==> config.mk <==
export PLATFORM = sky130hd
export DESIGN_NAME = crx_slot_framing
export DESIGN_NICKNAME = d
export VERILOG_FILES = /design/src/logic/crx_pkg.sv /design/src/logic/crx_clk_div.sv /design/src/logic/crx_slot_framing.sv
export SDC_FILE = /design/constraint.sdc
export NUM_CORES = 1
export LEC_CHECK = 0
export ABC_AREA = 0
export BUFFER_PORTS_ARGS = -buffer_cell sky130_fd_sc_hd__buf_4
export CAP_MARGIN = 20
export CORE_ASPECT_RATIO = 1.75
export CORE_MARGIN = 4
export CORE_UTILIZATION = 53
export CTS_CLUSTER_DIAMETER = 80
export CTS_CLUSTER_SIZE = 14
export DETAILED_ROUTE_END_ITERATION = 8
export PLACE_DENSITY = 0.86
export SLEW_MARGIN = 20
export SYNTH_ARGS = -nofsm -noshare
export SYNTH_HDL_FRONTEND = slang
export SYNTH_SLANG_ARGS = --single-unit
export TNS_END_PERCENT = 1
==> constraint.sdc <==
create_clock -name clk_in -period 4.8 [get_ports clk_in]
set_input_delay 1.2 -clock clk_in [delete_from_list [all_inputs] [get_ports clk_in]]
set_output_delay 1.2 -clock clk_in [all_outputs]
set_load 0.02 [all_outputs]
==> src/logic/crx_pkg.sv <==
// Package for the codec receive slot framing configuration block
package crx_pkg;

   // Register indices as printed (not byte addresses): byte address = 4*idx
   localparam logic [15:0] CRX_LINK_CONTROL_IDX = 16'hFFD5;
   localparam logic [15:0] CRX_SLOT_FORMAT_IDX = 16'hFFD6;
   localparam logic [15:0] CRX_DIVIDER_IDX = 16'hFFD4;
   localparam logic [15:0] CRX_MODE_IDX = 16'hFFE0;
   localparam logic [17:0] CRX_LINK_CONTROL_ADDR = {CRX_LINK_CONTROL_IDX, 2'b00};
   localparam logic [17:0] CRX_SLOT_FORMAT_ADDR = {CRX_SLOT_FORMAT_IDX, 2'b00};
   localparam logic [17:0] CRX_DIVIDER_ADDR = {CRX_DIVIDER_IDX, 2'b00};
   localparam logic [17:0] CRX_MODE_ADDR = {CRX_MODE_IDX, 2'b00};

   // Reset values
   localparam logic [7:0] CRX_LINK_CONTROL_RST = 8'h30;
   localparam logic [7:0] CRX_SLOT_FORMAT_RST = 8'h00;
   localparam logic [2:0] CRX_DIVIDER_RST = 3'h0;
   localparam logic [2:0] CRX_MODE_RST = 3'h0;

   // Mode in which the configuration applies
   localparam logic [2:0] CRX_MODE_FIVE = 3'h5;

   // Field positions
   localparam int CRX_WIDTH_LSB = 3;
   localparam int CRX_LENGTH_LSB = 0;
   localparam int CRX_DATA_DELAY_POS = 7;
   localparam int CRX_TRISTATE_POS = 6;
   localparam int CRX_CLK_POL_POS = 5;
   localparam int CRX_SYNC_POL_POS = 4;
   localparam int CRX_SYNC_LEN_POS = 3;
   localparam int CRX_BYTE_ORDER_POS = 2;
   localparam int CRX_CLK_DIR_POS = 1;
   localparam int CRX_SYNC_DIR_POS = 0;
   localparam logic [7:0] CRX_SLOT_FORMAT_MASK = 8'h3F;

   // Slot count of one frame (slot 0 is the command slot)
   localparam logic [3:0] CRX_SLOTS_PER_FRAME = 4'h8;

   typedef struct packed {
      logic data_delay_bit;
      logic tristate_enable_bit;
      logic clock_polarity_bit;
      logic sync_polarity_bit;
      logic sync_length_bit;
      logic byte_order_bit;
      logic clock_direction_bit;
      logic sync_direction_bit;
   } crx_link_type;

   typedef struct packed {
      logic [1:0] reserved;
      logic [2:0] sample_width_code;
      logic [2:0] slot_length_code;
   } crx_format_type;

   typedef struct packed {
      logic psel;
      logic penable;
      logic pwrite;
      logic [31:0] paddr;
      logic [31:0] pwdata;
   } crx_apb_req_type;

endpackage

==> src/logic/crx_clk_div.sv <==
// Serial clock divider from the master clock output
`timescale 1ns/1ps
`default_nettype none
module crx_clk_div
   import crx_pkg::*;
(
   // Clock and reset
   input wire logic clk_in,
   input wire logic rst_b_in,
   // Control
   input wire logic [2:0] ratio_code_in,
   input wire logic mclk_in,
   // Output
   output logic sclk_out,
   output logic sclk_rise_out,
   output logic sclk_fall_out
);
   logic mclk_q;
   logic [3:0] count_q;
   logic [3:0] limit;
   logic [3:0] half;

   assign limit = {1'b0, ratio_code_in};
   assign half = (limit + 4'h1) >> 1;

   always_ff @(posedge clk_in or negedge rst_b_in) begin
      if (!rst_b_in) begin
         mclk_q <= 1'b0;
      end else begin
         mclk_q <= mclk_in;
      end
   end

   // Divide by code+1, code zero stops the clock
   always_ff @(posedge clk_in or negedge rst_b_in) begin
      if (!rst_b_in) begin
         count_q <= 4'h0;
         sclk_out <= 1'b0;
         sclk_rise_out <= 1'b0;
         sclk_fall_out <= 1'b0;
      end else begin
         sclk_rise_out <= 1'b0;
         sclk_fall_out <= 1'b0;
         if (ratio_code_in == 3'h0) begin // RL16
            count_q <= 4'h0;
            sclk_out <= 1'b0;
         end else if (mclk_in && !mclk_q) begin // RL16
            if (count_q >= limit) begin
               count_q <= 4'h0;
               sclk_out <= 1'b1;
               sclk_rise_out <= 1'b1;
            end else begin
               count_q <= count_q + 4'h1;
               if (count_q + 4'h1 == half) begin
                  sclk_out <= 1'b0;
                  sclk_fall_out <= 1'b1;
               end
            end
         end
      end
   end
endmodule // crx_clk_div
`default_nettype wire

==> src/logic/crx_slot_framing.sv <==
// Codec receive slot framing configuration with APB registers
// Overview of operation
// RL1 - Both configuration registers act only in mode five.
// RL2 - Sample width code: 8,16,18,20,24,32 bits; two codes reserved.
// RL3 - Sample width does not apply to command address and data slots.
// RL4 - Slot length code: 8,16,18,20,24,32 clocks per slot.
// RL5 - Code 100b means 24, 101b means 32, 110b/111b reserved.
// RL6 - Format register top two bits read zero and ignore writes.
// RL7 - Data delay bit shifts data one serial clock after sync edge.
// RL8 - Tristate bit floats output in invalid slots, else drives zeros.
// RL9 - Clock polarity chooses sync launch edge and input sample edge.
// RL10 - Sync polarity sets frame sync active high or low.
// RL11 - Sync length: whole slot zero or exactly one clock.
// RL12 - Byte order bit reverses bytes of each DMA sample.
// RL13 - Clock direction bit makes serial clock input or output.
// RL14 - Sync direction bit makes frame sync input or output.
// RL15 - Codec supplies clock or sync when set to input; an input sync only feeds frame_start, and the frame counters ignore it.
// RL16 - Serial clock divides master clock output; code zero stops it.
//
// Added by the designer: register access over APB.
`timescale 1ns/1ps
`default_nettype none
module crx_slot_framing
   import crx_pkg::*;
#(
   parameter int SLOTS = 8
)(
   // Clock and reset
   input wire logic clk_in,
   input wire logic rst_b_in,
   // APB slave
   input wire logic psel_in,
   input wire logic penable_in,
   input wire logic pwrite_in,
   input wire logic [31:0] paddr_in,
   input wire logic [31:0] pwdata_in,
   output logic [31:0] prdata_out,
   output logic pready_out,
   output logic pslverr_out,
   // Codec link
   input wire logic codec_master_clock_out_in,
   input wire logic codec_serial_clock_in,
   output logic codec_serial_clock_out,
   output logic codec_serial_clock_oe_out,
   input wire logic codec_frame_sync_in,
   output logic codec_frame_sync_out,
   output logic codec_frame_sync_oe_out,
   input wire logic codec_serial_data_in,
   output logic codec_serial_data_out,
   output logic codec_serial_data_oe_out,
   // Sample stream
   input wire logic [31:0] tx_sample_in,
   input wire logic [SLOTS-1:0] slot_valid_in,
   output logic [31:0] rx_sample_out,
   output logic [2:0] rx_slot_out,
   output logic rx_valid_out,
   // DMA byte swap path
   input wire logic [31:0] dma_word_in,
   output logic [31:0] dma_word_out
);

   crx_link_type link_q;
   crx_format_type fmt_q;
   logic [2:0] div_q;
   logic [2:0] mode_q;
   logic active;
   logic [17:0] word_addr;
   logic [31:0] rdata;
   logic hit;
   logic [5:0] slot_len;
   logic [5:0] sample_bits;
   logic gen_sclk;
   logic gen_rise;
   logic gen_fall;
   logic ext_q;
   logic ext_prev_q;
   logic sync_in_q;
   logic rise;
   logic fall;
   logic launch;
   logic sample;
   logic [5:0] bit_q;
   logic [2:0] slot_q;
   logic [31:0] shreg_q;
   logic [31:0] rxsh_q;
   logic sync_act;
   logic frame_start;
   logic [5:0] data_bit;
   logic in_sample;
   logic [31:0] swapped;
   logic [5:0] slot_bits_q;

   assign active = (mode_q == CRX_MODE_FIVE); // RL1
   assign word_addr = paddr_in[17:0];

   ////////////////////////////////////////////////////////////////////////
   // APB register file

   always_comb begin
      hit = 1'b1;
      rdata = 32'h0000_0000;
      case (word_addr)
         CRX_LINK_CONTROL_ADDR: rdata = {24'h0, link_q};
         CRX_SLOT_FORMAT_ADDR: rdata = {24'h0, 2'b00, fmt_q[5:0]}; // RL6
         CRX_DIVIDER_ADDR: rdata = {29'h0, div_q};
         CRX_MODE_ADDR: rdata = {29'h0, mode_q};
         default: hit = 1'b0;
      endcase
   end

   always_ff @(posedge clk_in or negedge rst_b_in) begin
      if (!rst_b_in) begin
         link_q <= CRX_LINK_CONTROL_RST;
         fmt_q <= CRX_SLOT_FORMAT_RST;
         div_q <= CRX_DIVIDER_RST;
         mode_q <= CRX_MODE_RST;
      end else if (psel_in && penable_in && pwrite_in && hit) begin
         case (word_addr)
            CRX_LINK_CONTROL_ADDR: link_q <= pwdata_in[7:0];
            CRX_SLOT_FORMAT_ADDR:
               fmt_q <= pwdata_in[7:0] & CRX_SLOT_FORMAT_MASK; // RL6
            CRX_DIVIDER_ADDR: div_q <= pwdata_in[2:0];
            CRX_MODE_ADDR: mode_q <= pwdata_in[2:0];
            default: fmt_q <= fmt_q;
         endcase
      end
   end

   // Zero wait states: ready in the access cycle
   always_ff @(posedge clk_in or negedge rst_b_in) begin
      if (!rst_b_in) begin
         pready_out <= 1'b0;
         pslverr_out <= 1'b0;
         prdata_out <= 32'h0000_0000;
      end else begin
         pready_out <= psel_in && !penable_in;
         pslverr_out <= psel_in && !penable_in && !hit;
         if (psel_in && !penable_in && !pwrite_in) begin
            prdata_out <= rdata;
         end
      end
   end

   ////////////////////////////////////////////////////////////////////////
   // Code decode

   always_comb begin
      case (fmt_q.slot_length_code) // RL4 RL5
         3'h0: slot_len = 6'd8;
         3'h1: slot_len = 6'd16;
         3'h2: slot_len = 6'd18;
         3'h3: slot_len = 6'd20;
         3'h4: slot_len = 6'd24;
         3'h5: slot_len = 6'd32;
         default: slot_len = 6'd32;
      endcase
      case (fmt_q.sample_width_code) // RL2 RL5
         3'h0: sample_bits = 6'd8;
         3'h1: sample_bits = 6'd16;
         3'h2: sample_bits = 6'd18;
         3'h3: sample_bits = 6'd20;
         3'h4: sample_bits = 6'd24;
         3'h5: sample_bits = 6'd32;
         default: sample_bits = 6'd32;
      endcase
   end

   ////////////////////////////////////////////////////////////////////////
   // Serial clock source and edges

   crx_clk_div u_div (
      .clk_in(clk_in),
      .rst_b_in(rst_b_in),
      .ratio_code_in(div_q),
      .mclk_in(codec_master_clock_out_in),
      .sclk_out(gen_sclk),
      .sclk_rise_out(gen_rise),
      .sclk_fall_out(gen_fall)
   );

   always_ff @(posedge clk_in or negedge rst_b_in) begin
      if (!rst_b_in) begin
         ext_q <= 1'b0;
         ext_prev_q <= 1'b0;
         sync_in_q <= 1'b0;
      end else begin
         ext_q <= codec_serial_clock_in;
         ext_prev_q <= ext_q;
         sync_in_q <= codec_frame_sync_in;
      end
   end

   assign rise = link_q.clock_direction_bit ? (ext_q && !ext_prev_q) : gen_rise;
   assign fall = link_q.clock_direction_bit ? (!ext_q && ext_prev_q) : gen_fall;
   assign launch = link_q.clock_polarity_bit ? fall : rise; // RL9
   assign sample = link_q.clock_polarity_bit ? rise : fall; // RL9

   ////////////////////////////////////////////////////////////////////////
   // Frame counters

   // External sync start taken at its active level, polarity applied
   assign frame_start = link_q.sync_direction_bit ? // RL14 RL15
      ((sync_in_q == link_q.sync_polarity_bit) && bit_q == 6'd0
       && slot_q == 3'h0) : 1'b0;

   always_ff @(posedge clk_in or negedge rst_b_in) begin
      if (!rst_b_in) begin
         bit_q <= 6'd0;
         slot_q <= 3'h0;
         slot_bits_q <= 6'd8;
      end else if (!active) begin // RL1
         bit_q <= 6'd0;
         slot_q <= 3'h0;
         slot_bits_q <= slot_len;
      end else if (launch) begin
         if (bit_q + 6'd1 >= slot_bits_q) begin
            bit_q <= 6'd0;
            slot_q <= slot_q + 3'h1;
            slot_bits_q <= slot_len;
         end else begin
            bit_q <= bit_q + 6'd1;
         end
      end
   end

   // Active window: one clock or all of slot zero
   assign sync_act = (slot_q == 3'h0) && // RL11
      (link_q.sync_length_bit || bit_q == 6'd0);

   // Data starts one clock late when delay set
   assign data_bit = link_q.data_delay_bit ? bit_q - 6'd1 : bit_q; // RL7
   // Slot zero carries command words at full slot width
   assign in_sample = (slot_q == 3'h0) ? (data_bit < slot_bits_q) // RL3
      : (data_bit < sample_bits); // RL2
   assign swapped = {dma_word_in[7:0], dma_word_in[15:8],
      dma_word_in[23:16], dma_word_in[31:24]};

   ////////////////////////////////////////////////////////////////////////
   // Link outputs

   always_ff @(posedge clk_in or negedge rst_b_in) begin
      if (!rst_b_in) begin
         codec_serial_clock_out <= 1'b0;
         codec_serial_clock_oe_out <= 1'b0;
         codec_frame_sync_out <= 1'b0;
         codec_frame_sync_oe_out <= 1'b0;
      end else begin
         codec_serial_clock_out <= gen_sclk;
         codec_serial_clock_oe_out <= active && !link_q.clock_direction_bit
            && (div_q != 3'h0); // RL13 RL16
         codec_frame_sync_oe_out <= active && !link_q.sync_direction_bit; // RL14
         if (!active) begin
            codec_frame_sync_out <= !link_q.sync_polarity_bit;
         end else if (launch) begin
            codec_frame_sync_out <= sync_act ~^ link_q.sync_polarity_bit; // RL10
         end
      end
   end

   always_ff @(posedge clk_in or negedge rst_b_in) begin
      if (!rst_b_in) begin
         codec_serial_data_out <= 1'b0;
         codec_serial_data_oe_out <= 1'b0;
         shreg_q <= 32'h0000_0000;
      end else if (!active) begin
         codec_serial_data_oe_out <= 1'b0;
         codec_serial_data_out <= 1'b0;
      end else if (launch) begin
         if (data_bit == 6'd0) begin
            shreg_q <= tx_sample_in;
         end else begin
            shreg_q <= {shreg_q[30:0], 1'b0};
         end
         if (slot_valid_in[slot_q] && in_sample) begin
            codec_serial_data_out <= (data_bit == 6'd0) ? tx_sample_in[31]
               : shreg_q[30];
            codec_serial_data_oe_out <= 1'b1;
         end else begin
            codec_serial_data_out <= 1'b0; // RL8
            codec_serial_data_oe_out <= !link_q.tristate_enable_bit; // RL8
         end
      end
   end

   // Receive shift, MSB first, sampled on the opposite edge
   always_ff @(posedge clk_in or negedge rst_b_in) begin
      if (!rst_b_in) begin
         rxsh_q <= 32'h0000_0000;
         rx_sample_out <= 32'h0000_0000;
         rx_slot_out <= 3'h0;
         rx_valid_out <= 1'b0;
      end else begin
         rx_valid_out <= 1'b0;
         if (active && sample && in_sample) begin
            rxsh_q <= {rxsh_q[30:0], codec_serial_data_in};
            if (data_bit + 6'd1 == ((slot_q == 3'h0) ? slot_bits_q
                  : sample_bits)) begin
               rx_sample_out <= {rxsh_q[30:0], codec_serial_data_in};
               rx_slot_out <= slot_q;
               rx_valid_out <= 1'b1;
            end
         end
      end
   end

   always_ff @(posedge clk_in or negedge rst_b_in) begin
      if (!rst_b_in) begin
         dma_word_out <= 32'h0000_0000;
      end else begin
         dma_word_out <= (active && link_q.byte_order_bit) ? swapped
            : dma_word_in; // RL1 RL12
      end
   end

   ////////////////////////////////////////////////////////////////////////
   // Checks

   fmt_top_zero_a: assert property (@(posedge clk_in) // RL6
      disable iff (!rst_b_in) fmt_q[7:6] == 2'b00)
      else $error("format top bits set");
   oe_off_idle_a: assert property (@(posedge clk_in) // RL1
      disable iff (!rst_b_in) !active |=> !codec_frame_sync_oe_out)
      else $error("sync driven");
   clk_in_dir_a: assert property (@(posedge clk_in) // RL13
      disable iff (!rst_b_in)
      link_q.clock_direction_bit |=> !codec_serial_clock_oe_out)
      else $error("clock driven while input");
   sync_in_dir_a: assert property (@(posedge clk_in) // RL14
      disable iff (!rst_b_in)
      link_q.sync_direction_bit |=> !codec_frame_sync_oe_out)
      else $error("sync driven while input");
   div_off_a: assert property (@(posedge clk_in) // RL16
      disable iff (!rst_b_in) div_q == 3'h0 |=> !codec_serial_clock_oe_out)
      else $error("clock on while divider off");
   swap_path_a: assert property (@(posedge clk_in) // RL12
      disable iff (!rst_b_in)
      active && link_q.byte_order_bit && $stable(link_q) |=>
      dma_word_out == {$past(dma_word_in[7:0]), $past(dma_word_in[15:8]),
      $past(dma_word_in[23:16]), $past(dma_word_in[31:24])})
      else $error("byte swap wrong");
   zero_pad_a: assert property (@(posedge clk_in) // RL8
      disable iff (!rst_b_in)
      active && launch && !slot_valid_in[slot_q] && !link_q.tristate_enable_bit
      |=> codec_serial_data_oe_out && !codec_serial_data_out)
      else $error("no zero pad");
   sync_level_a: assert property (@(posedge clk_in) // RL10 RL11
      disable iff (!rst_b_in) active && launch && slot_q != 3'h0 |=>
      codec_frame_sync_out == !$past(link_q.sync_polarity_bit))
      else $error("sync active outside slot zero");
   slot_len_a: assert property (@(posedge clk_in) // RL4
      disable iff (!rst_b_in) active |-> bit_q < slot_bits_q)
      else $error("slot count overrun");
   ext_sync_a: assert property (@(posedge clk_in) // RL14
      disable iff (!rst_b_in) frame_start |=> !codec_frame_sync_oe_out)
      else $error("sync driven against codec");
   rx_gated_a: assert property (@(posedge clk_in) // RL1
      disable iff (!rst_b_in) !active |=> !rx_valid_out)
      else $error("receive while idle");

endmodule // crx_slot_framing
`default_nettype wire

==> summary.md, run 1 <==
| Metric | Value |
|---|---|
| Worst slew margin | 0.363 |
| Clock Latency Late Sink | 420 ps |
| Synth-to-Final Area Change | 23.2% |
| Power, Total | 3210 uW |
| Hold path depth | 0 |
| RR Startpoint | bit_q[0] |
| Die area | 19400 um2 |
| Hold buffer count at CTS | 0 |
| Minimum clock period | 4040 ps |
| Via density per instance | 5.33 |
| Crit-path max FO | 35 |
| Ant diodes | 0 |
| Status | complete, no violations |
| Top-count cell post-synth | dfrtp_1 |
| Initial core utilization | 0.539 |
| Post-layout util | 0.664 |
| EDFF count, synth | 0 |
| Layout cell share with drive strength beyond 1 | 0.393 |
| Final max-slew violation count | 0 |
| Routed length on met2 | 11.0 mm |
| CTS tree | yes |
| DRC Markers | 0 |
| Die Span X | 107 um |
| Drt pass-1 iters | 4 |
| Number of port buffers | 189 |
| PwrDens | 287 nW/um2 |
| Largest net degree at the start of global routing | 125 |
| Worst R2R End | rx_sample_out[12] |
| Yosys top cell area share | 0.514 |
| Setup Buffers After CTS | 0 |
| Nets@finish | 1093 |
| Avg WL per Cell | 17.1 um |
| CP cell instances | inv_1 > ha_1 > nand2_1 > nor3_2 > xnor2_1 > inv_1 > ha_1 > a21o_1 > a211o_1 > o22ai_1 > and3_1 > nand4_4 > buf_4 > mux2_4 |
| Cells after Synth | 742 |
| Sink Count | 190 |
| Hold Path End | codec_serial_clock_out |
| GP Congestion | 0.849 |
| Initial antenna violation count | 0 |
| Final TNS setup | 0 ps |
| Synth area leader | dfrtp_1 |
| Final Setup Violations | 0 |
| Clock Path Buffers | 2 |
| Commonest cells in the netlist | dfrtp_1 (187), mux2_2 (92), nand2_1 (72) |
| All-Layer GR Usage | 0.207 |
| Max Used Layer | met4 |
| Static leakage | 0.00558 uW |
| Global-route wire length before repair | 31.9 mm |
| Synth top area cells | dfrtp_1 (51%), mux2_2 (11%), mux2_4 (5.0%) |
| IO Pins | 253 |
| Fillers | 1306 |
| Flops & latches, synth | 190 |
| CTS root buf | clkbuf_16 |
| M1 wire length | 7.10 mm |
| HPWL Detailed | 15.1 mm |
| Routed met3 length | 1.12 mm |
| Core Region | 16900 um2 |
| Worst r2r path cells | 14 |
| Maxcap violations | 0 |
| Final period util | 0.842 |
| Die outline height | 181 um |
| Post-Syn Area per Cell | 12.3 um2 |
| Max rail drop VDD | 223 uV |
| Crit start category | flip-flop |
| Dominant synthesized flop cell | dfrtp_1 |
| H-tree levels | 4 |
| Cell Area, Synth | 9100 um2 |
| Kind of critical path | reg2reg |
| Iter 0 DRT Violations | 231 |
| Via count | 6195 |
| Final WL | 19.9 mm |
| CP max-delay cell | dfrtp_1 |
| Num CTS Buffers | 17 |
| Max Freq | 247 MHz |
| Global route overflow | 0 |
| CTS resizes | 0 |
| Cell Rows | 63 |
| Post-synth ARST share | 1.00 |
| Post-DRT Antenna Nets | 0 |
| Count of warnings emitted by yosys | 0 |
| Worst Path Required | 5100 ps |
| R2r setup slk | 760 ps |
| CP peak stage delay | 520 ps |
| Clock skew | 12.5 ps |
| CP Capture Type | flip-flop |
| Tightest Hold Check Type | reg2reg |
| Hold_sp | u_div.sclk_out |
| CP arrival | 4340 ps |
| Slew @ Worst Pin | 955 ps |
| RSZ-0062 raised after global routing | false |
| Synth unique cells | 60 |
| Number of global-route vias before repair | 6484 |
| Sequential share of the synthesized area | 0.523 |
| Reg clk slew, reported paths | 70 ps |
| Hold Vio Cnt, Final | 0 |
-- worst max-delay path by stage --
stage                     startpoint           endpoint  slack [ps]  depth (start not counted)
after floorplan             bit_q[0]  rx_sample_out[10]        1330                         16
final                       bit_q[0]  rx_sample_out[12]         760                         14
after global placement      bit_q[0]       rx_valid_out         870                         14
after CTS                   bit_q[0]       rx_valid_out         760                         14
after global routing        bit_q[0]       rx_valid_out         540                         14
after detailed placement    bit_q[0]       rx_valid_out         780                         14
-- per-layer routing --
metal  vias to the layer above  GRT usage
li1                       2932          -
met1                      3035      0.228
met2                       183      0.374
met3                        45     0.0468
met4                         0     0.0922
met5                         -          0
-- layout by cell type (no fill, tap or decap), types with 4 or more instances in the layout --
master and n:
a211o_1 4, a21o_1 8, a21oi_1 9, a22o_1 4, a22oi_1 4, a31oi_1 4, and2_1 4, and3_1 5
buf_4 195, clkbuf_16 17, conb_1 24, dfrtp_1 187, ha_1 25, inv_1 24, mux2_2 92, mux2_4 30
mux2i_1 37, nand2_1 71, nand2b_1 5, nand3_1 6, nor2_1 17, nor2b_1 6, nor3_1 7, nor3b_1 5
o21ai_0 53, xnor2_1 13, xor2_1 10
-- registers in the layout (all words and copies together) (netlist names), 4 cells and up --
name and cells:
dma_word_out 32, rx_sample_out 32, rxsh_q 31, shreg_q 31
link_q 8, prdata_out 8, bit_q 6, fmt_q 6
slot_bits_q 5, u_div.count_q 4
-- area by class of cell --
| cell class | count | area, um2 | share of cell area |
|---|---|---|---|
| clock inverters | 13 | 149 | 0.0133 |
| repair buffers | 196 | 1480 | 0.132 |
| inverters | 24 | 90.1 | 0.00804 |
| clock buffers | 19 | 453 | 0.0404 |
| well taps | 227 | 284 | 0.0253 |
| flip-flops and latches | 190 | 4760 | 0.425 |
| multi-input cells | 494 | 4000 | 0.357 |
-- where the power goes --
part | switching (uW) | leakage [uW] | total (uW) | internal, uW
combinational | 104 | 0.00289 | 195 | 91.7
sequential | 4.92 | 0.00240 | 1620 | 1620
clock | 633 | 0.000290 | 1400 | 765
-- cell families after synthesis --
group	synth area share
adder cells (fa/ha/maj)	0.0344
multiplexers	0.209
buffers and inverters	0.0479
flip-flops	0.523
AO/OA/AOI/OAI	0.0765
AND/OR/NAND/NOR	0.0865
XOR/XNOR	0.0221
other	0.000412
-- critical path: cells and delay by family (launching register included) --
kind / cells / cell delay (ps)
simple gates: 4 / 660
compound gates: 3 / 740
flops: 1 / 520
buf+inv: 3 / 640
xor+xnor: 1 / 340
mux: 1 / 380
fa+ha+maj: 2 / 600
-- through the flow --
| step | setup WS [ps] | std cells | hold slack [ps] | instance area, um2 |
|---|---|---|---|---|
| 2_1_floorplan | 1330 | 765 | 354 | 9180 |
| 5_1_grt | 541 | 1163 | 420 | 11200 |
| 6_report | 759 | 1163 | 404 | 11200 |
| 3_3_place_gp | 874 | 1131 | 383 | 10600 |
| 4_1_cts | 763 | 1163 | 398 | 11200 |
| 3_5_place_dp | 781 | 1131 | 370 | 10600 |
Power figures use the tool's default switching activity.
==> run 2, diff against run 1 <==
--- a/config.mk
+++ b/config.mk
@@ -10,11 +10,11 @@
 export CAP_MARGIN = 20
 export CORE_ASPECT_RATIO = 1.75
 export CORE_MARGIN = 4
-export CORE_UTILIZATION = 53
+export CORE_UTILIZATION = 48
 export CTS_CLUSTER_DIAMETER = 80
 export CTS_CLUSTER_SIZE = 14
 export DETAILED_ROUTE_END_ITERATION = 8
-export PLACE_DENSITY = 0.86
+export PLACE_DENSITY = 0.82
 export SLEW_MARGIN = 20
 export SYNTH_ARGS = -nofsm -noshare
 export SYNTH_HDL_FRONTEND = slang
==> constraint.sdc (replaced) <==
create_clock -name clk_in -period 3.64 [get_ports clk_in]
set_input_delay 0.91 -clock clk_in [delete_from_list [all_inputs] [get_ports clk_in]]
set_output_delay 0.91 -clock clk_in [all_outputs]
set_load 0.02 [all_outputs]
==> summary.md, run 2 (synthesized netlist as in run 1, its figures left out) <==
| Metric | Value |
|---|---|
| Nets@finish | 1107 (was 1093) |
| Cell Rows | 66 (was 63) |
| Fillers | 1491 (was 1306) |
| Setup ws final | 221 ps (was 759 ps) |
| RSZ-0062 raised after global routing | false (unchanged) |
| Number of global-route vias before repair | 6514 (was 6484) |
| Worst Path Required | 3960 ps (was 5100 ps) |
| Slew @ Worst Pin | 673 ps (was 955 ps) |
| CTS root buf | clkbuf_16 (unchanged) |
| CP Buf/Inv Count | 3 (unchanged) |
| Worst r2r path cells | 14 (unchanged) |
| Maxcap violations | 0 (unchanged) |
| CP Capture Type | flip-flop (unchanged) |
| Clock network fraction of design power | 0.426 (was 0.435) |
| H-tree levels | 4 (unchanged) |
| Power share of the sequential group | 0.512 (was 0.504) |
| Pint | 3160 uW (was 2470 uW) |
| Post-DRT Antenna Nets | 0 (unchanged) |
| Ant diodes | 0 (unchanged) |
| Hold Vio Cnt, Final | 0 (unchanged) |
| Avg WL per Cell | 17.1 um (about the same) |
| Comb pwr share | 0.062 (was 0.061) |
| Drt pass-1 iters | 4 (unchanged) |
| Minimum clock period | 3420 ps (was 4040 ps) |
| R2r setup slk | 220 ps (was 760 ps) |
| Tightest Hold Check Type | reg2reg (unchanged) |
| Area taken by multi-input logic gates | 4010 um2 (was 4000 um2) |
| Via density per instance | 5.25 (was 5.33) |
| Kind of critical path | reg2reg (unchanged) |
| PwrDens | 368 nW/um2 (was 287 nW/um2) |
| Die Span X | 112 um (was 107 um) |
| Die outline height | 190 um (was 181 um) |
| CP arrival | 3740 ps (was 4340 ps) |
| Hold path depth | 0 (unchanged) |
| Core Region | 18600 um2 (was 16900 um2) |
| Post-layout util | 0.610 (was 0.664) |
| GP Congestion | 0.884 (was 0.849) |
| Via count | 6222 (was 6195) |
| All-Layer GR Usage | 0.191 (was 0.207) |
| Status | complete, no violations (unchanged) |
| Static leakage | 0.00564 uW (was 0.00558 uW) |
| Clock skew | 9.20 ps (was 12.5 ps) |
| Reg clk slew, reported paths | 70 ps (about the same) |
| Global route overflow | 0 (unchanged) |
| Max rail drop VDD | 308 uV (was 223 uV) |
| Clock Latency Late Sink | 430 ps (was 420 ps) |
| Final TNS setup | 0 ps (unchanged) |
| CP max-delay cell | dfrtp_1 (unchanged) |
| Number of port buffers | 189 (unchanged) |
| Most frequent cells in the layout | buf_4 (205), dfrtp_1 (187), mux2_2 (92), nand2_1 (71), o21ai_0 (53) (was buf_4 (195), dfrtp_1 (187), mux2_2 (92), nand2_1 (71), o21ai_0 (53)) |
| Die area | 21300 um2 (was 19400 um2) |
| Worst slew margin | 0.551 (was 0.363) |
| Largest registers | dma_word_out: 32 flops, rx_sample_out: 32 flops (unchanged) |
| CTS tree | yes (unchanged) |
| Iter 0 DRT Violations | 251 (was 231) |
| Global-route wire length before repair | 32.5 mm (was 31.9 mm) |
| Power, Total | 4180 uW (was 3210 uW) |
| Setup Buffers After CTS | 0 (unchanged) |
| Commonest non-fill, non-tap cell in the layout | buf_4 (unchanged) |
| DRC Markers | 0 (unchanged) |
| Sink Count | 190 (unchanged) |
| Final WL | 20.3 mm (was 19.9 mm) |
| Hold_sp | u_div.sclk_out (unchanged) |
| Net Sw Frac | 0.244 (was 0.231) |
| RR Startpoint | bit_q[0] (unchanged) |
| Synth-to-Final Area Change | 24.7% (was 23.2%) |
| Layout cell share with drive strength beyond 1 | 0.403 (was 0.393) |
| Clock Path Buffers | 2 (unchanged) |
| CP cell instances | inv_1 > ha_1 > nand2_1 > nor3_2 > xnor2_2 > inv_2 > ha_1 > a21o_1 > a211o_1 > o22ai_1 > and3_2 > nand4_4 > buf_12 > mux2_4 (was inv_1 > ha_1 > nand2_1 > nor3_2 > xnor2_1 > inv_1 > ha_1 > a21o_1 > a211o_1 > o22ai_1 > and3_1 > nand4_4 > buf_4 > mux2_4) |
| Largest net degree at the start of global routing | 77 (was 125) |
| Sequential cell area | 4760 um2 (unchanged) |
| Initial core utilization | 0.490 (was 0.539) |
| Crit start category | flip-flop (unchanged) |
| Hold WS | 388 ps (was 404 ps) |
| Worst R2R End | rx_sample_out[21] (was rx_sample_out[12]) |
| Final max-slew violation count | 0 (unchanged) |
| Dpl ws | 74.6 ps (was 781 ps) |
| Final Setup Violations | 0 (unchanged) |
| Num CTS Buffers | 17 (unchanged) |
| Initial antenna violation count | 0 (unchanged) |
| Final period util | 0.939 (was 0.842) |
| Crit-path max FO | 35 (unchanged) |
| Max Freq | 292 MHz (was 247 MHz) |
| Sw Pwr | 1020 uW (was 741 uW) |
| Hold Path End | codec_serial_clock_out (unchanged) |
| HPWL Detailed | 15.3 mm (was 15.1 mm) |
| Crit path top cell by count | ha_1 |
| CP top delay family | simple AND/OR/NAND/NOR gates (was compound AO/OA/AOI/OAI gates) |
| CP peak stage delay | 380 ps (was 520 ps) |
| IO Pins | 253 (unchanged) |
-- run 2: worst reg2reg max path: cells and delay by family (launching register included) --
kind,cells,cell delay [ps]
flip-flops,1,380
AND/OR/NAND/NOR,4,710
XOR/XNOR,1,190
buffers and inverters,3,440
AO/OA/AOI/OAI,3,670
multiplexers,1,360
adder cells (fa/ha/maj),2,550
-- run 2: area by class of cell --
cell class,instances,area share
tap,238,0.0263
sequential,190,0.420
clock inverter,12,0.0111
clock buffer,18,0.0378
multi-input combinational,494,0.353
timing repair buffer,210,0.144
inverter,24,0.00794
-- run 2: power by group through the flow --
stage	combinational (uW)	sequential, uW	clock (uW)
after floorplan	75.2	2200	0
after global placement	260	2180	0
after detailed placement	265	2180	0
after CTS	266	2140	1830
after global routing	286	2140	1920
final	261	2140	1780
-- run 2: how the worst max path moves through the flow --
stage                   from           endpoint  slack (ps)  cells after the start
floorplan           bit_q[0]  rx_sample_out[10]         170                     16
global placement    bit_q[0]  rx_sample_out[23]         150                     14
detailed placement  bit_q[0]  rx_sample_out[14]          70                     14
CTS                 bit_q[0]  rx_sample_out[21]          40                     14
global route        bit_q[0]  rx_sample_out[19]          30                     14
finish              bit_q[0]  rx_sample_out[21]         220                     14
-- run 2: metal layers --
layer	wire [um]	global-route usage	up-vias
met3	864	0.0344	31
met1	7500	0.214	3076
met5	0	0	-
met2	11400	0.355	149
li1	-	-	2966
met4	578	0.0773	0
-- run 2: through the flow --
stage | instance area, um2 | instances
2_1_floorplan | 9180 | 765
5_1_grt | 11300 | 1186
4_1_cts | 11300 | 1186
3_3_place_gp | 10800 | 1156
6_report | 11300 | 1186
3_5_place_dp | 10800 | 1156
-- run 2: what timing repair did --
item | 4_1_cts | 5_1_grt
resized for setup | 0 | 3
hold buffers | 0 | 0
setup endpoints to repair | 0 | 67
==> run 3, diff against run 2 <==
--- a/config.mk
+++ b/config.mk
@@ -14,6 +14,7 @@
 export CTS_CLUSTER_DIAMETER = 80
 export CTS_CLUSTER_SIZE = 14
 export DETAILED_ROUTE_END_ITERATION = 8
+export GPL_TIMING_DRIVEN = 0
 export PLACE_DENSITY = 0.82
 export SLEW_MARGIN = 20
 export SYNTH_ARGS = -nofsm -noshare
==> summary.md, run 3 (synthesized netlist as in run 1, its figures left out) <==
| Metric | Value |
|---|---|
| CP peak stage delay | 400 ps (was 380 ps) |
| CP arrival | 3840 ps (was 3740 ps) |
| HPWL Detailed | 15.9 mm (was 15.3 mm) |
| Hold buffer count at CTS | 0 (unchanged) |
| H-tree levels | 4 (unchanged) |
| Final max-slew violation count | 0 (unchanged) |
| Crit-path max FO | 10 (was 35) |
| Iter 0 DRT Violations | 304 (was 251) |
| Layout cell share with drive strength beyond 1 | 0.415 (was 0.403) |
| Cell Count, Final, Fillers Out | 1232 (was 1186) |
| RSZ-0062 raised after global routing | false (unchanged) |
| Crit path top cell by count | buf_12 (was ha_1) |
| Crit start category | flip-flop (unchanged) |
| Post-DRT Antenna Nets | 0 (unchanged) |
| Commonest non-fill, non-tap cell in the layout | buf_4 (unchanged) |
| All-Layer GR Usage | 0.197 (was 0.191) |
| Synth-to-Final Area Change | 28.4% (was 24.7%) |
| Ant diodes | 0 (unchanged) |
| Via density per instance | 5.22 (was 5.25) |
| Number of port buffers | 189 (unchanged) |
| Core Region | 18600 um2 (unchanged) |
| Kind of critical path | reg2reg (unchanged) |
| Slew @ Worst Pin | 960 ps (was 673 ps) |
| Clock Path Buffers | 2 (unchanged) |
| Reg clk slew, reported paths | 80 ps (was 70 ps) |
| Final period util | 0.967 (was 0.939) |
| Die outline height | 190 um (unchanged) |
| Final WL | 20.9 mm (was 20.3 mm) |
| Sink Count | 190 (unchanged) |
| CP Buf/Inv Count | 5 (was 3) |
| Tightest Hold Check Type | reg2reg (unchanged) |
| Worst Path Required | 3960 ps (about the same) |
| Initial core utilization | 0.490 (unchanged) |
| Post-layout util | 0.629 (was 0.610) |
| Final TNS setup | 0 ps (unchanged) |
| Fillers | 1532 (was 1491) |
| Global route overflow | 0 (unchanged) |
| Largest registers | dma_word_out: 32 flops, rx_sample_out: 32 flops (unchanged) |
| R2r setup slk | 120 ps (was 220 ps) |
| DRC Markers | 0 (unchanged) |
| Minimum clock period | 3520 ps (was 3420 ps) |
| CP top delay family | buffers and inverters (was simple AND/OR/NAND/NOR gates) |
| Static leakage | 0.00583 uW (was 0.00564 uW) |
| Avg WL per Cell | 16.9 um (was 17.1 um) |
| Cell Rows | 66 (unchanged) |
| Initial antenna violation count | 0 (unchanged) |
| Hold Vio Cnt, Final | 0 (unchanged) |
| Clock skew | 10.9 ps (was 9.20 ps) |
| Global-route wire length before repair | 33.4 mm (was 32.5 mm) |
| Worst slew margin | 0.351 (was 0.551) |
| Die Span X | 112 um (unchanged) |
| CP max-delay cell | dfrtp_1 (unchanged) |
| Largest net degree at the start of global routing | 103 (was 77) |
| Number of global-route vias before repair | 6810 (was 6514) |
| Drt pass-1 iters | 5 (was 4) |
| CP cell instances | buf_6 > inv_1 > ha_2 > nand2_2 > nor3_4 > xnor2_2 > inv_2 > ha_1 > a21o_1 > a211o_1 > o22ai_2 > and3_4 > nand4_4 > buf_12 > buf_12 > mux2_4 (was inv_1 > ha_1 > nand2_1 > nor3_2 > xnor2_2 > inv_2 > ha_1 > a21o_1 > a211o_1 > o22ai_1 > and3_2 > nand4_4 > buf_12 > mux2_4) |
| Num CTS Buffers | 17 (unchanged) |
| Max Used Layer | met4 (unchanged) |
| Max rail drop VDD | 322 uV (was 308 uV) |
| CTS root buf | clkbuf_16 (unchanged) |
| PwrDens | 361 nW/um2 (was 368 nW/um2) |
| Most frequent cells in the layout | buf_4 (218), dfrtp_1 (187), mux2_2 (92), nand2_1 (71), o21ai_0 (53) (was buf_4 (205), dfrtp_1 (187), mux2_2 (92), nand2_1 (71), o21ai_0 (53)) |
| Max Freq | 284 MHz (was 292 MHz) |
| Nets@finish | 1151 (was 1107) |
| Via count | 6434 (was 6222) |
| CP Capture Type | flip-flop (unchanged) |
| Maxcap violations | 0 (unchanged) |
| Status | complete, no violations (unchanged) |
| Routed met3 length | 1.01 mm (was 864 um) |
| Clock Latency Late Sink | 440 ps (was 430 ps) |
| GP Congestion | 0.856 (was 0.884) |
| Die area | 21300 um2 (unchanged) |
| Routed length on met2 | 11.8 mm (was 11.4 mm) |
| Final Setup Violations | 0 (unchanged) |
| IO Pins | 253 (unchanged) |
| Placed cells | 1193 (was 1156) |
| CTS tree | yes (unchanged) |
| M1 wire length | 7.45 mm (was 7.50 mm) |
## run 3: cell count changes in the layout (fill, tap and decap cells not counted), moves of 2 or more
cell	previous run	this run
ha_1	25	23
clkbuf_1	1	16
buf_4	205	218
clkinv_4	2	6
buf_2	0	8
buf_1	0	3
inv_6	4	1
## run 3: area by class of cell
type	instances	area [um2]	share of cell area
sequential	190	4760	0.407
multi-input combinational	494	4040	0.346
timing repair buffer	198	1550	0.133
clock buffer	17	425	0.0364
buffer	56	368	0.0315
tap	238	298	0.0255
clock inverter	15	154	0.0132
inverter	24	90.1	0.00771
## run 3: power by group
| group | switching (uW) | total (uW) | internal [uW] |
|---|---|---|---|
| sequential | 6.53 | 2140 | 2130 |
| clock | 891 | 1800 | 912 |
| combinational | 142 | 282 | 140 |
## run 3: metal layers
layer	up-vias	track usage
li1	3056	-
met1	3166	0.208
met2	174	0.367
met3	38	0.0461
met4	0	0.0884
met5	-	0
## run 3: repair_timing
item,4_1_cts,5_1_grt
endpoints found under the setup margin,67,58
gates resized for setup,15,1
setup buffers,6,1
cloned,1,0
pin swaps,4,2
## run 3: final timing paths
kind,startpoint,endpoint,depth (start not counted)
setup / recovery,bit_q[0],rx_sample_out[22],16
hold / removal,u_div.sclk_out,codec_serial_clock_out,0
setup reg to reg,bit_q[0],rx_sample_out[22],16
hold reg to reg,u_div.sclk_out,codec_serial_clock_out,0
max in group asynchronous,rst_b_in,shreg_q[6],2
min in group asynchronous,rst_b_in,prdata_out[7],1
## run 3: stage by stage
step                setup slack (ps)  area [um2]  hold WS, ps  total power, uW
finish                           119       11700          393             4220
global route                    17.7       11700          413             4380
CTS                             12.6       11700          397             4270
detailed placement              -606       10900          380             2460
global placement                -571       10900          383             2450
floorplan                        169        9180          354             2280
